--- src/design/apm_pkg.sv ---
// Constants, field layouts and path codes for the receive-path mode configuration.
// Assumes a single 40 MHz clock and a 16-bit register port behind the serial control port.
package apm_pkg;

    // ------------------------------------------------------------
    // register port
    // ------------------------------------------------------------
    localparam int ADDR_W = 8;
    localparam int DATA_W = 16;

    localparam logic [7:0] OFS_INPUT_SEL = 8'h14;
    localparam logic [7:0] OFS_TRIM_A    = 8'h42;
    localparam logic [7:0] OFS_PATH_A    = 8'h43;
    localparam logic [7:0] OFS_TRIM_B    = 8'h44;
    localparam logic [7:0] OFS_PATH_B    = 8'h45;
    localparam logic [7:0] OFS_GLOBAL    = 8'h58;

    // ------------------------------------------------------------
    // field positions
    // ------------------------------------------------------------
    localparam int SETTING_LSB     = 10;
    localparam int GAIN_BIT        = 9;
    localparam int FOLLOWER_BIT    = 7;
    localparam int BIAS_LSB        = 4;
    localparam int GLOBAL_FOLLOWER = 7;
    localparam int PD_SEL_LSB_A    = 4;
    localparam int PD_SEL_LSB_B    = 8;
    localparam int PULSE_SEL_LSB_A = 0;
    localparam int PULSE_SEL_LSB_B = 2;

    // ------------------------------------------------------------
    // path codes and reset values
    // ------------------------------------------------------------
    localparam logic [15:0] PATH_CODE_FULL          = 16'hADA5;
    localparam logic [15:0] PATH_CODE_SKIP_BANDPASS = 16'hAE65;
    localparam logic [15:0] PATH_CODE_SKIP_ALL      = 16'hB065;
    localparam logic [5:0]  SETTING_NORMAL          = 6'h07;

    localparam logic [15:0] RST_TRIM      = 16'h1C00;
    localparam logic [15:0] RST_PATH      = 16'hADA5;
    localparam logic [15:0] RST_GLOBAL    = 16'h0000;
    localparam logic [15:0] RST_INPUT_SEL = 16'h0000;

    // ------------------------------------------------------------
    // timing
    // ------------------------------------------------------------
    localparam int CLK_PERIOD_NS       = 25;
    localparam int CHANNEL_SPACING_NS  = 1000;
    localparam int CHANNEL_SPACING_CYC =
        (CHANNEL_SPACING_NS + CLK_PERIOD_NS - 1) / CLK_PERIOD_NS;
    localparam int NS_PER_US           = 1000;
    localparam int CYC_PER_US          = NS_PER_US / CLK_PERIOD_NS;
    localparam logic [5:0]  SPACING_LAST = 6'(CHANNEL_SPACING_CYC - 1);
    localparam logic [15:0] CYC_PER_US_W = 16'(CYC_PER_US);
    localparam logic [1:0]  LAST_CHANNEL = 2'h3;

    typedef enum logic [1:0] {
        PATH_FULL        = 2'b00,
        PATH_NO_BANDPASS = 2'b01,
        PATH_NO_BOTH     = 2'b11
    } apm_path_t;

    // path word decode, unknown words treated as full path
    function automatic apm_path_t apm_decode_path(input logic [15:0] word);
        apm_path_t p;
        p = PATH_FULL;
        if (word == PATH_CODE_SKIP_BANDPASS) begin
            p = PATH_NO_BANDPASS;
        end else if (word == PATH_CODE_SKIP_ALL) begin
            p = PATH_NO_BOTH;
        end
        return p;
    endfunction : apm_decode_path

endpackage : apm_pkg

--- src/design/apm_slot_timer.sv ---
// Per-slot timer: pulse window and direct-mode channel sampling sequence.
// Assumes slot_go is a one-cycle pulse from the time-slot sequencer.
`timescale 1ns/10ps
module apm_slot_timer
    import apm_pkg::*;
(
    input  wire logic       clk,
    input  wire logic       rst_b,
    input  wire logic       slot_go,
    input  wire logic [7:0] pulse_width_us,
    input  wire logic       direct_mode,
    output logic            pulse_active,
    output logic            adc_strobe,
    output logic [1:0]      adc_channel
);
    import apm_pkg::*;

    typedef struct packed {
        logic [15:0] pulse_cnt;
        logic        pulse_active;
        logic        seq_busy;
        logic [5:0]  spacing;
        logic [1:0]  chan;
        logic        strobe;
    } apm_timer_t;

    apm_timer_t s;
    apm_timer_t next_s;

    // ------------------------------------------------------------
    // next state
    // ------------------------------------------------------------
    always_comb begin
        next_s = s;
        next_s.strobe = 1'b0;
        // pulse window lasts exactly the programmed width
        if (slot_go) begin
            next_s.pulse_cnt    = 16'(pulse_width_us * CYC_PER_US_W);
            next_s.pulse_active = (pulse_width_us != 8'h00);
        end else if (s.pulse_active) begin
            if (s.pulse_cnt == 16'h0001) begin
                next_s.pulse_active = 1'b0;
                next_s.pulse_cnt    = 16'h0000;
            end else begin
                next_s.pulse_cnt = s.pulse_cnt - 16'h0001;
            end
        end
        // four channel samples spaced one microsecond
        if (s.seq_busy) begin
            if (s.spacing == SPACING_LAST) begin
                next_s.spacing = 6'h00;
                if (s.chan == LAST_CHANNEL) begin
                    next_s.seq_busy = 1'b0;
                end else begin
                    next_s.chan   = s.chan + 2'h1;
                    next_s.strobe = 1'b1;
                end
            end else begin
                next_s.spacing = s.spacing + 6'h01;
            end
        end
        if (slot_go && direct_mode) begin
            next_s.seq_busy = 1'b1;
            next_s.chan     = 2'h0;
            next_s.spacing  = 6'h00;
            next_s.strobe   = 1'b1;
        end
    end

    always_ff @(posedge clk or negedge rst_b) begin
        if (!rst_b) begin
            s <= '0;
        end else begin
            s <= next_s;
        end
    end

    assign pulse_active = s.pulse_active;
    assign adc_strobe   = s.strobe;
    assign adc_channel  = s.chan;

endmodule : apm_slot_timer

--- src/design/apm_path_config.sv ---
// Receive-path mode configuration for two time slots: registers and path controls.
// Assumes the serial control port delivers decoded 16-bit register accesses.
`timescale 1ns/10ps
module apm_path_config
    import apm_pkg::*;
(
    input  wire logic                    clk,
    input  wire logic                    rst_b,
    input  wire logic [apm_pkg::ADDR_W-1:0] reg_addr,
    input  wire logic [apm_pkg::DATA_W-1:0] reg_wdata,
    input  wire logic                    reg_wr,
    input  wire logic                    reg_rd,
    output logic [apm_pkg::DATA_W-1:0]   reg_rdata,
    output logic                         reg_rvalid,
    input  wire logic [1:0]              slot_go,
    input  wire logic [7:0]              led_width_us_a,
    input  wire logic [7:0]              led_width_us_b,
    output logic [1:0]                   bandpass_bypass,
    output logic [1:0]                   integrator_bypass,
    output logic [1:0]                   integrator_follower_on,
    output logic [1:0]                   follower_gain_low,
    output logic [1:0][1:0]              transimpedance_bias_select,
    output logic [1:0][5:0]              integrator_setting,
    output logic [1:0]                   direct_conversion_mode,
    output logic [1:0]                   pulse_connect_mode,
    output logic [1:0]                   input_switch_closed,
    output logic [1:0]                   led_fire,
    output logic [1:0]                   adc_sample,
    output logic [1:0][1:0]              adc_channel
);
    import apm_pkg::*;

    typedef struct packed {
        logic [1:0][15:0] trim;
        logic [1:0][15:0] path;
        logic [15:0]      global_cfg;
        logic [15:0]      input_sel;
        logic [15:0]      rdata;
        logic             rvalid;
        logic [1:0]       bandpass_byp;
        logic [1:0]       int_byp;
        logic [1:0]       follower;
        logic [1:0]       gain_low;
        logic [1:0][1:0]  bias;
        logic [1:0][5:0]  setting;
        logic [1:0]       direct;
        logic [1:0]       pconnect;
        logic [1:0]       sw_closed;
        logic [1:0]       led;
        logic [1:0]       sample;
        logic [1:0][1:0]  chan;
    } apm_state_t;

    apm_state_t s;
    apm_state_t next_s;

    logic [1:0]      tmr_pulse;
    logic [1:0]      tmr_strobe;
    logic [1:0][1:0] tmr_chan;
    logic [1:0][7:0] width_us;

    assign width_us[0] = led_width_us_a;
    assign width_us[1] = led_width_us_b;

    // ------------------------------------------------------------
    // per-slot timers
    // ------------------------------------------------------------
    for (genvar g = 0; g < 2; g++) begin : g_slot
        apm_slot_timer u_timer (
            .clk            (clk),
            .rst_b          (rst_b),
            .slot_go        (slot_go[g]),
            .pulse_width_us (width_us[g]),
            .direct_mode    (s.direct[g]),
            .pulse_active   (tmr_pulse[g]),
            .adc_strobe     (tmr_strobe[g]),
            .adc_channel    (tmr_chan[g])
        );
    end

    // ------------------------------------------------------------
    // register access and path decode
    // ------------------------------------------------------------
    always_comb begin
        apm_path_t  mode;
        logic [3:0] pd_nibble;
        logic [1:0] pulse_sel;
        next_s = s;
        mode      = PATH_FULL;
        pd_nibble = 4'h0;
        pulse_sel = 2'h0;

        if (reg_wr) begin
            unique case (reg_addr)
                OFS_TRIM_A:    next_s.trim[0]    = reg_wdata;
                OFS_PATH_A:    next_s.path[0]    = reg_wdata;
                OFS_TRIM_B:    next_s.trim[1]    = reg_wdata;
                OFS_PATH_B:    next_s.path[1]    = reg_wdata;
                OFS_GLOBAL:    next_s.global_cfg = reg_wdata;
                OFS_INPUT_SEL: next_s.input_sel  = reg_wdata;
                default:       next_s.rdata      = s.rdata;
            endcase
        end

        next_s.rvalid = reg_rd;
        if (reg_rd) begin
            unique case (reg_addr)
                OFS_TRIM_A:    next_s.rdata = s.trim[0];
                OFS_PATH_A:    next_s.rdata = s.path[0];
                OFS_TRIM_B:    next_s.rdata = s.trim[1];
                OFS_PATH_B:    next_s.rdata = s.path[1];
                OFS_GLOBAL:    next_s.rdata = s.global_cfg;
                OFS_INPUT_SEL: next_s.rdata = s.input_sel;
                default:       next_s.rdata = 16'h0000;
            endcase
        end

        for (int i = 0; i < 2; i++) begin
            mode = apm_decode_path(s.path[i]);
            if (i == 0) begin
                pd_nibble = s.input_sel[PD_SEL_LSB_A +: 4];
                pulse_sel = s.input_sel[PULSE_SEL_LSB_A +: 2];
            end else begin
                pd_nibble = s.input_sel[PD_SEL_LSB_B +: 4];
                pulse_sel = s.input_sel[PULSE_SEL_LSB_B +: 2];
            end

            next_s.bandpass_byp[i] = (mode != PATH_FULL);
            next_s.int_byp[i] = (mode == PATH_NO_BOTH);
            next_s.direct[i]  = (mode != PATH_FULL);
            // follower only with per-slot bit, global enable and bandpass skip
            next_s.follower[i] = s.trim[i][FOLLOWER_BIT]
                               & s.global_cfg[GLOBAL_FOLLOWER]
                               & (mode == PATH_NO_BANDPASS);
            next_s.gain_low[i] = s.trim[i][GAIN_BIT];
            next_s.bias[i]     = s.trim[i][BIAS_LSB +: 2];
            // setting only drives the integrator in full-path operation
            next_s.setting[i]  = (mode == PATH_FULL) ?
                                 s.trim[i][SETTING_LSB +: 6] : 6'h00;

            // pulse connect: full path with the slot's two pulse-select bits of input_sel cleared
            next_s.pconnect[i] = (mode == PATH_FULL) && (pulse_sel == 2'h0);

            if (pd_nibble == 4'h0) begin
                next_s.sw_closed[i] = 1'b0;
            end else if (next_s.pconnect[i]) begin
                next_s.sw_closed[i] = tmr_pulse[i];
            end else begin
                next_s.sw_closed[i] = 1'b1;
            end
            next_s.led[i] = tmr_pulse[i] & ~next_s.pconnect[i];

            next_s.sample[i] = tmr_strobe[i];
            next_s.chan[i]   = tmr_chan[i];
        end
    end

    always_ff @(posedge clk or negedge rst_b) begin
        if (!rst_b) begin
            s            <= '0;
            s.trim       <= {RST_TRIM, RST_TRIM};
            s.path       <= {RST_PATH, RST_PATH};
            s.global_cfg <= RST_GLOBAL;
            s.input_sel  <= RST_INPUT_SEL;
        end else begin
            s <= next_s;
        end
    end

    // ------------------------------------------------------------
    // outputs
    // ------------------------------------------------------------
    assign reg_rdata                  = s.rdata;
    assign reg_rvalid                 = s.rvalid;
    assign bandpass_bypass            = s.bandpass_byp;
    assign integrator_bypass          = s.int_byp;
    assign integrator_follower_on     = s.follower;
    assign follower_gain_low          = s.gain_low;
    assign transimpedance_bias_select = s.bias;
    assign integrator_setting         = s.setting;
    assign direct_conversion_mode     = s.direct;
    assign pulse_connect_mode         = s.pconnect;
    assign input_switch_closed        = s.sw_closed;
    assign led_fire                   = s.led;
    assign adc_sample                 = s.sample;
    assign adc_channel                = s.chan;

endmodule : apm_path_config

--- config.mk ---
export PLATFORM = sky130hd
export DESIGN_NAME = apm_path_config
export DESIGN_NICKNAME = d
export VERILOG_FILES = /design/src/design/apm_pkg.sv /design/src/design/apm_slot_timer.sv /design/src/design/apm_path_config.sv
export SDC_FILE = /design/constraint.sdc
export NUM_CORES = 1
export LEC_CHECK = 0
export CAP_MARGIN = 20
export CORE_MARGIN = 2
export CORE_UTILIZATION = 45
export DETAILED_ROUTE_END_ITERATION = 7
export DONT_BUFFER_PORTS = 1
export SYNTH_ARGS = -nofsm -noshare
export SYNTH_HDL_FRONTEND = slang
export SYNTH_HIERARCHICAL = 1
export SYNTH_SLANG_ARGS = --single-unit
--- constraint.sdc ---
create_clock -name clk -period 5.85 [get_ports clk]
set_input_delay 0.585 -clock clk [delete_from_list [all_inputs] [get_ports clk]]
set_output_delay 0.585 -clock clk [all_outputs]
set_load 0.03 [all_outputs]
Word-level counts from Yosys, hierarchy flattened. Cells that the tools add are included.

Flip-flop bits (word level): 203. Bits of input ports: 46. Output and inout bits: 55.

Add/subtract/negate cells: 6. Multiply operators: 2. Equal/unequal tests: 22. Multiplexer cells: 34. Bitwise operators: 8. Reductions and logical operators: 28.

Operators with widths (count): $pmux W16 S6 (1); $mux W17 (4); $eq A16 B16 Y1 const B (4); $mux W16 (3); $eq A8 B7 Y1 const B (5); $mux W10 (4); $eq A16 B1 Y1 const B (2); $sub A16 B1 Y16 const B (2); $mux W6 (4); $mul A8 B3 Y11 const B (2); $reduce_bool A2 Y1 (8); $reduce_bool A8 Y1 (2); $add A6 B1 Y6 const B (2); $eq A6 B6 Y1 const B (2); $mux W3 (4); $reduce_and A2 Y1 (6); $mux W1 (10); $eq A2 B2 Y1 const B (4); $eq A8 B5 Y1 const B (1); $logic_not A2 Y1 (4); $logic_not A4 Y1 (2); $mux W2 (4); $and A1 B1 Y1 (6); $reduce_and A3 Y1 (2); other kinds (5) (12).

Logic depth before layout (Yosys ltp).
Depth in word-level cells: 7. Gate-level depth with buffers: 8. Gate-level depth less buffers: 8.

By module. Netlist, hierarchy kept.

Modules (own cells, without submodules): apm_path_config (instances 1, cells each 502, area an instance 6678.9 sq um, seq. area each 3758.6 sq um); apm_slot_timer (g_slot[1].u_timer) (instances 1, cells each 199, area an instance 1839.3 sq um, seq. area each 675.6 sq um); apm_slot_timer (g_slot[0].u_timer) (instances 1, cells each 194, area an instance 1816.7 sq um, seq. area each 675.6 sq um).

Least setup slack after synthesis. No wires, ideal clock.

Path type: input to register. From: input led_width_us_b[1]. To: register g_slot[1].u_timer/s[23] (netlist bit). Library setup time: 70 ps. Arrival: 2316 ps. Data required time: 5780 ps. Path slack: 3464 ps. Cell stages on the path: 8. Path buffers: 0. Cell sequence: ha_1 > ha_1 > fa_1 > a21o_1 > a21oi_1 > nor2b_1 > or4_1 > nand3b_1.

Cells in the longest elaborated chain, start to end: 2.

Ends and longest elaborated chain: from (decl) (RTL line apm_path_config.sv:17) `input wire logic [7:0] led_width_us_b,`; $mul A8 B3 Y11 (RTL line apm_slot_timer.sv:38) `next_s.pulse_cnt = 16'(pulse_width_us * CYC_PER_US_W);`; $mux W17 (RTL line apm_slot_timer.sv:37) `if (slot_go) begin`; to (signal assigned) (RTL line apm_slot_timer.sv:74) `s <= next_s;`; to (decl) (RTL line apm_slot_timer.sv:27) `apm_timer_t s;`.

No other way between the ends. A chain may end at the register's enable or synchronous reset.

Worst setup path after layout.
From: input reg_addr[5] (netlist bit). To: register s[112] (netlist bit).

Cells in the longest elaborated chain, start to end: 2.

Ends and longest elaborated chain: from (decl) (RTL line apm_path_config.sv:9) `input wire logic [apm_pkg::ADDR_W-1:0] reg_addr,`; $eq A8 B7 Y1 (RTL line apm_path_config.sv:94) `unique case (reg_addr)`; $reduce_and A2 Y1 (no line); to (signal assigned) (RTL line apm_path_config.sv:166) `s <= next_s;`; to (decl) (RTL line apm_path_config.sv:54) `apm_state_t s;`.

No other way between the ends.

==> reports/results.ini <==
[sta]
worstMarginPinSlew_ns = 1.18
tns_ns = 0
timing.final.ws_setup_ns = 3.06
fmax_ghz = 0.358
finalHoldViolations = 0
finalMaxSlewViolations = 0
finalClockSkew_ns = 0.0110
rsz0062_at_grt = no
finalCritPeriodShare_pct = 47.7
fin_crit_ns = 2.79
maxSlewHeadroom_pct = 21.0
setup_viol = 0

[logic_synthesis]
ys_warn_count = 6
ys_ff_latch = 203
synth_ff_type = dfrtp_1
async_flop_share_pct = 100
synth_seq_area_share_pct = 49.4
synthesis.nets = 975
postSynthCellCount = 895
avgSynthCellArea_um2 = 11.5
synthDistinctLibCells = 80
synth_area_um2 = 10300
synth_edf_count = 0

[route]
wl_mm = 23.7
antenna_left = 0
wl_per_cell_um = 20.9
avgViaCountPerCell = 5.95
dr.pass1.iters = 5
drc_errors = 0
vias = 6733
drtIter0Drc = 424

[worst_setup_path]
worst_setup_path_start_kind = input port
reg2reg_slack_ns = 3.54
end_kind = flip-flop
crit_arrival_ns = 3.18
worstPathMaxFanout = 20
timing.rr.end = input_switch_closed[1]
crit_type = input port to flip-flop
required_ns = 6.24
regToRegStartpoint = s[116]
reg2regPathDepth = 4

[cts]
clkLatencyLatePin_ns = 0.51
cts.sinks = 203
cts_root_buffer = clkbuf_16
cts_tree = yes
cts-resized-gates = 0
clock_path_buffers = 3
cts_buffers = 24
htreeDepth = 1
clkTransAtPathRegs_ns = 0.06

[placement]
hpwlAfterDp_mm = 16.1
gp_congestion = 0.834
portBuffers = 0
dp_slack_ns = 2.54

[final_layout]
syn2layout_area_growth_pct = 6.20
drive_above_1_share_pct = 21.3
fillCellCount = 2038
final_common_cell = dfrtp_1
nNetsFinal = 910
num_antenna_cells = 0
layout.cells.most_common_list = 179 x dfrtp_1, 86 x mux2_2, 62 x nor2_1, 33 x nand2_1

[pwr]
p_per_area_nw_per_um2 = 319
ir_drop_mv = 0.252
p_leak_uw = 0.00483

[grt]
grt_max_degree = 204
grt.overflow.total = 0
antenna_found_initial = 0
grt_use_total_pct = 19.8
grt_first_pass_wirelength_mm = 38.1
grt_pass1_vias = 6826

[run]
maxCapViolCount = 0

[floorplanning]
die_h_um = 156
core-area_um2 = 22600
ios = 101
rows = 55
die_area_um2 = 24200
die_width_um = 156
initial_utilization_pct = 45.8

[run_status]
run_status = completed

[worst_hold_path]
hold_path.class = input port to async pin

critical path, stage by stage:
cell	delay [ns]
nor4b_2	0.24
buf_4	0.29
nor2b_1	0.87
and3_1	0.77
mux2_2	0.41
logic make-up after synthesis:
group,count (synthesis),share of synthesized area (%)
AOI/OAI and AO/OA,193,13.8
xor gates and xnor gates,12,1.02
adders and majority gates,34,4.26
buffers and inverters,111,6.51
DFF,203,49.4
muxes,108,11.6
and+or+nand+nor,234,13.4
where the power goes:
group          total [uW]  switching (uW)  internal (uW)  leakage, uW
combinational         329             181            148      0.00188
clock                1530             566            967     0.000408
sequential           1640             136           1500      0.00254
total                3500             883           2620      0.00483
final cells by class:
class                   instances  area [um^2]  area share (%)
flip-flops and latches        203         5110            46.6
multi-input cells             581         4560            41.6
repair buffers                  5         57.6           0.524
clock inverters                 5         77.6           0.707
well taps                     285          357            3.25
clock buffers                  38          754            6.87
inverters                      15         56.3           0.513
state kept, by name, indices dropped and copies added, names as in the netlist, 4 cells and up:
name,count
integrator_setting,12
g_slot.u_timer/s,46
g_slot.u_timer/adc_channel,4
s,90
next_s,6
adc_channel,4
reg_rdata,16
transimpedance_bias_select,4
metrics by stage:
stage	utilization (%)	instances	area, um^2	hold WS [ns]	power (uW)
floorplan	-	895	10300	0.289	1910
global placement	44.8	1088	10100	0.295	1960
detailed placement	44.8	1088	10100	0.295	1960
CTS	48.6	1132	11000	0.0776	3550
global route	48.6	1132	11000	0.0784	3670
finish	48.6	1132	11000	0.0413	3500
per-layer routing:
layer,track usage [%],wire (um)
met1,27.6,10600
met2,32.5,11400
met3,3.50,1230
met4,4.37,410
met5,0,0
worst max path at each step:
| stage | startpoint | to | slack (ns) | depth (start not counted) |
|---|---|---|---|---|
| 3_3_place_gp | reg_addr[5] | s[117] | 2.65 | 5 |
| 3_5_place_dp | reg_addr[5] | s[112] | 2.54 | 5 |
| 4_1_cts | reg_addr[5] | s[112] | 3.08 | 5 |
| 5_1_grt | reg_addr[5] | s[115] | 2.88 | 5 |
| 2_1_floorplan | led_width_us_b[1] | g_slot[1].u_timer/s[23] | 3.46 | 8 |
| 6_report | reg_addr[5] | s[112] | 3.06 | 5 |
cell usage after synthesis, drive strengths merged (7+ instances only):
| cell type | n | area, um^2 |
|---|---|---|
| dfrtp | 179 | 4480 |
| mux2 | 96 | 1080 |
| buf | 71 | 523 |
| nor2 | 62 | 233 |
| nand2 | 33 | 124 |
| ha | 32 | 400 |
| o21ai | 32 | 160 |
| a22o | 25 | 219 |
| clkbuf | 25 | 93.8 |
| dfstp | 24 | 631 |
| a21oi | 22 | 114 |
| a22oi | 20 | 150 |
| nand3 | 18 | 105 |
| nor2b | 18 | 113 |
| nor3 | 16 | 106 |
| inv | 15 | 56.3 |
| o22ai | 15 | 93.8 |
| a221oi | 12 | 105 |
| mux2i | 12 | 120 |
| a21o | 11 | 83.8 |
| a31oi | 10 | 62.6 |
| or4 | 10 | 86.3 |
| or3 | 9 | 62.6 |
| nor4 | 8 | 65.1 |
| nand4b | 7 | 61.3 |
| xor2 | 7 | 61.3 |
what timing repair did:
action                                 CTS  global route
endpoints found under the hold margin  203             0
hold buffers                             1             0
buffers inserted                         0             0
(Power assumes the default switching activity.)
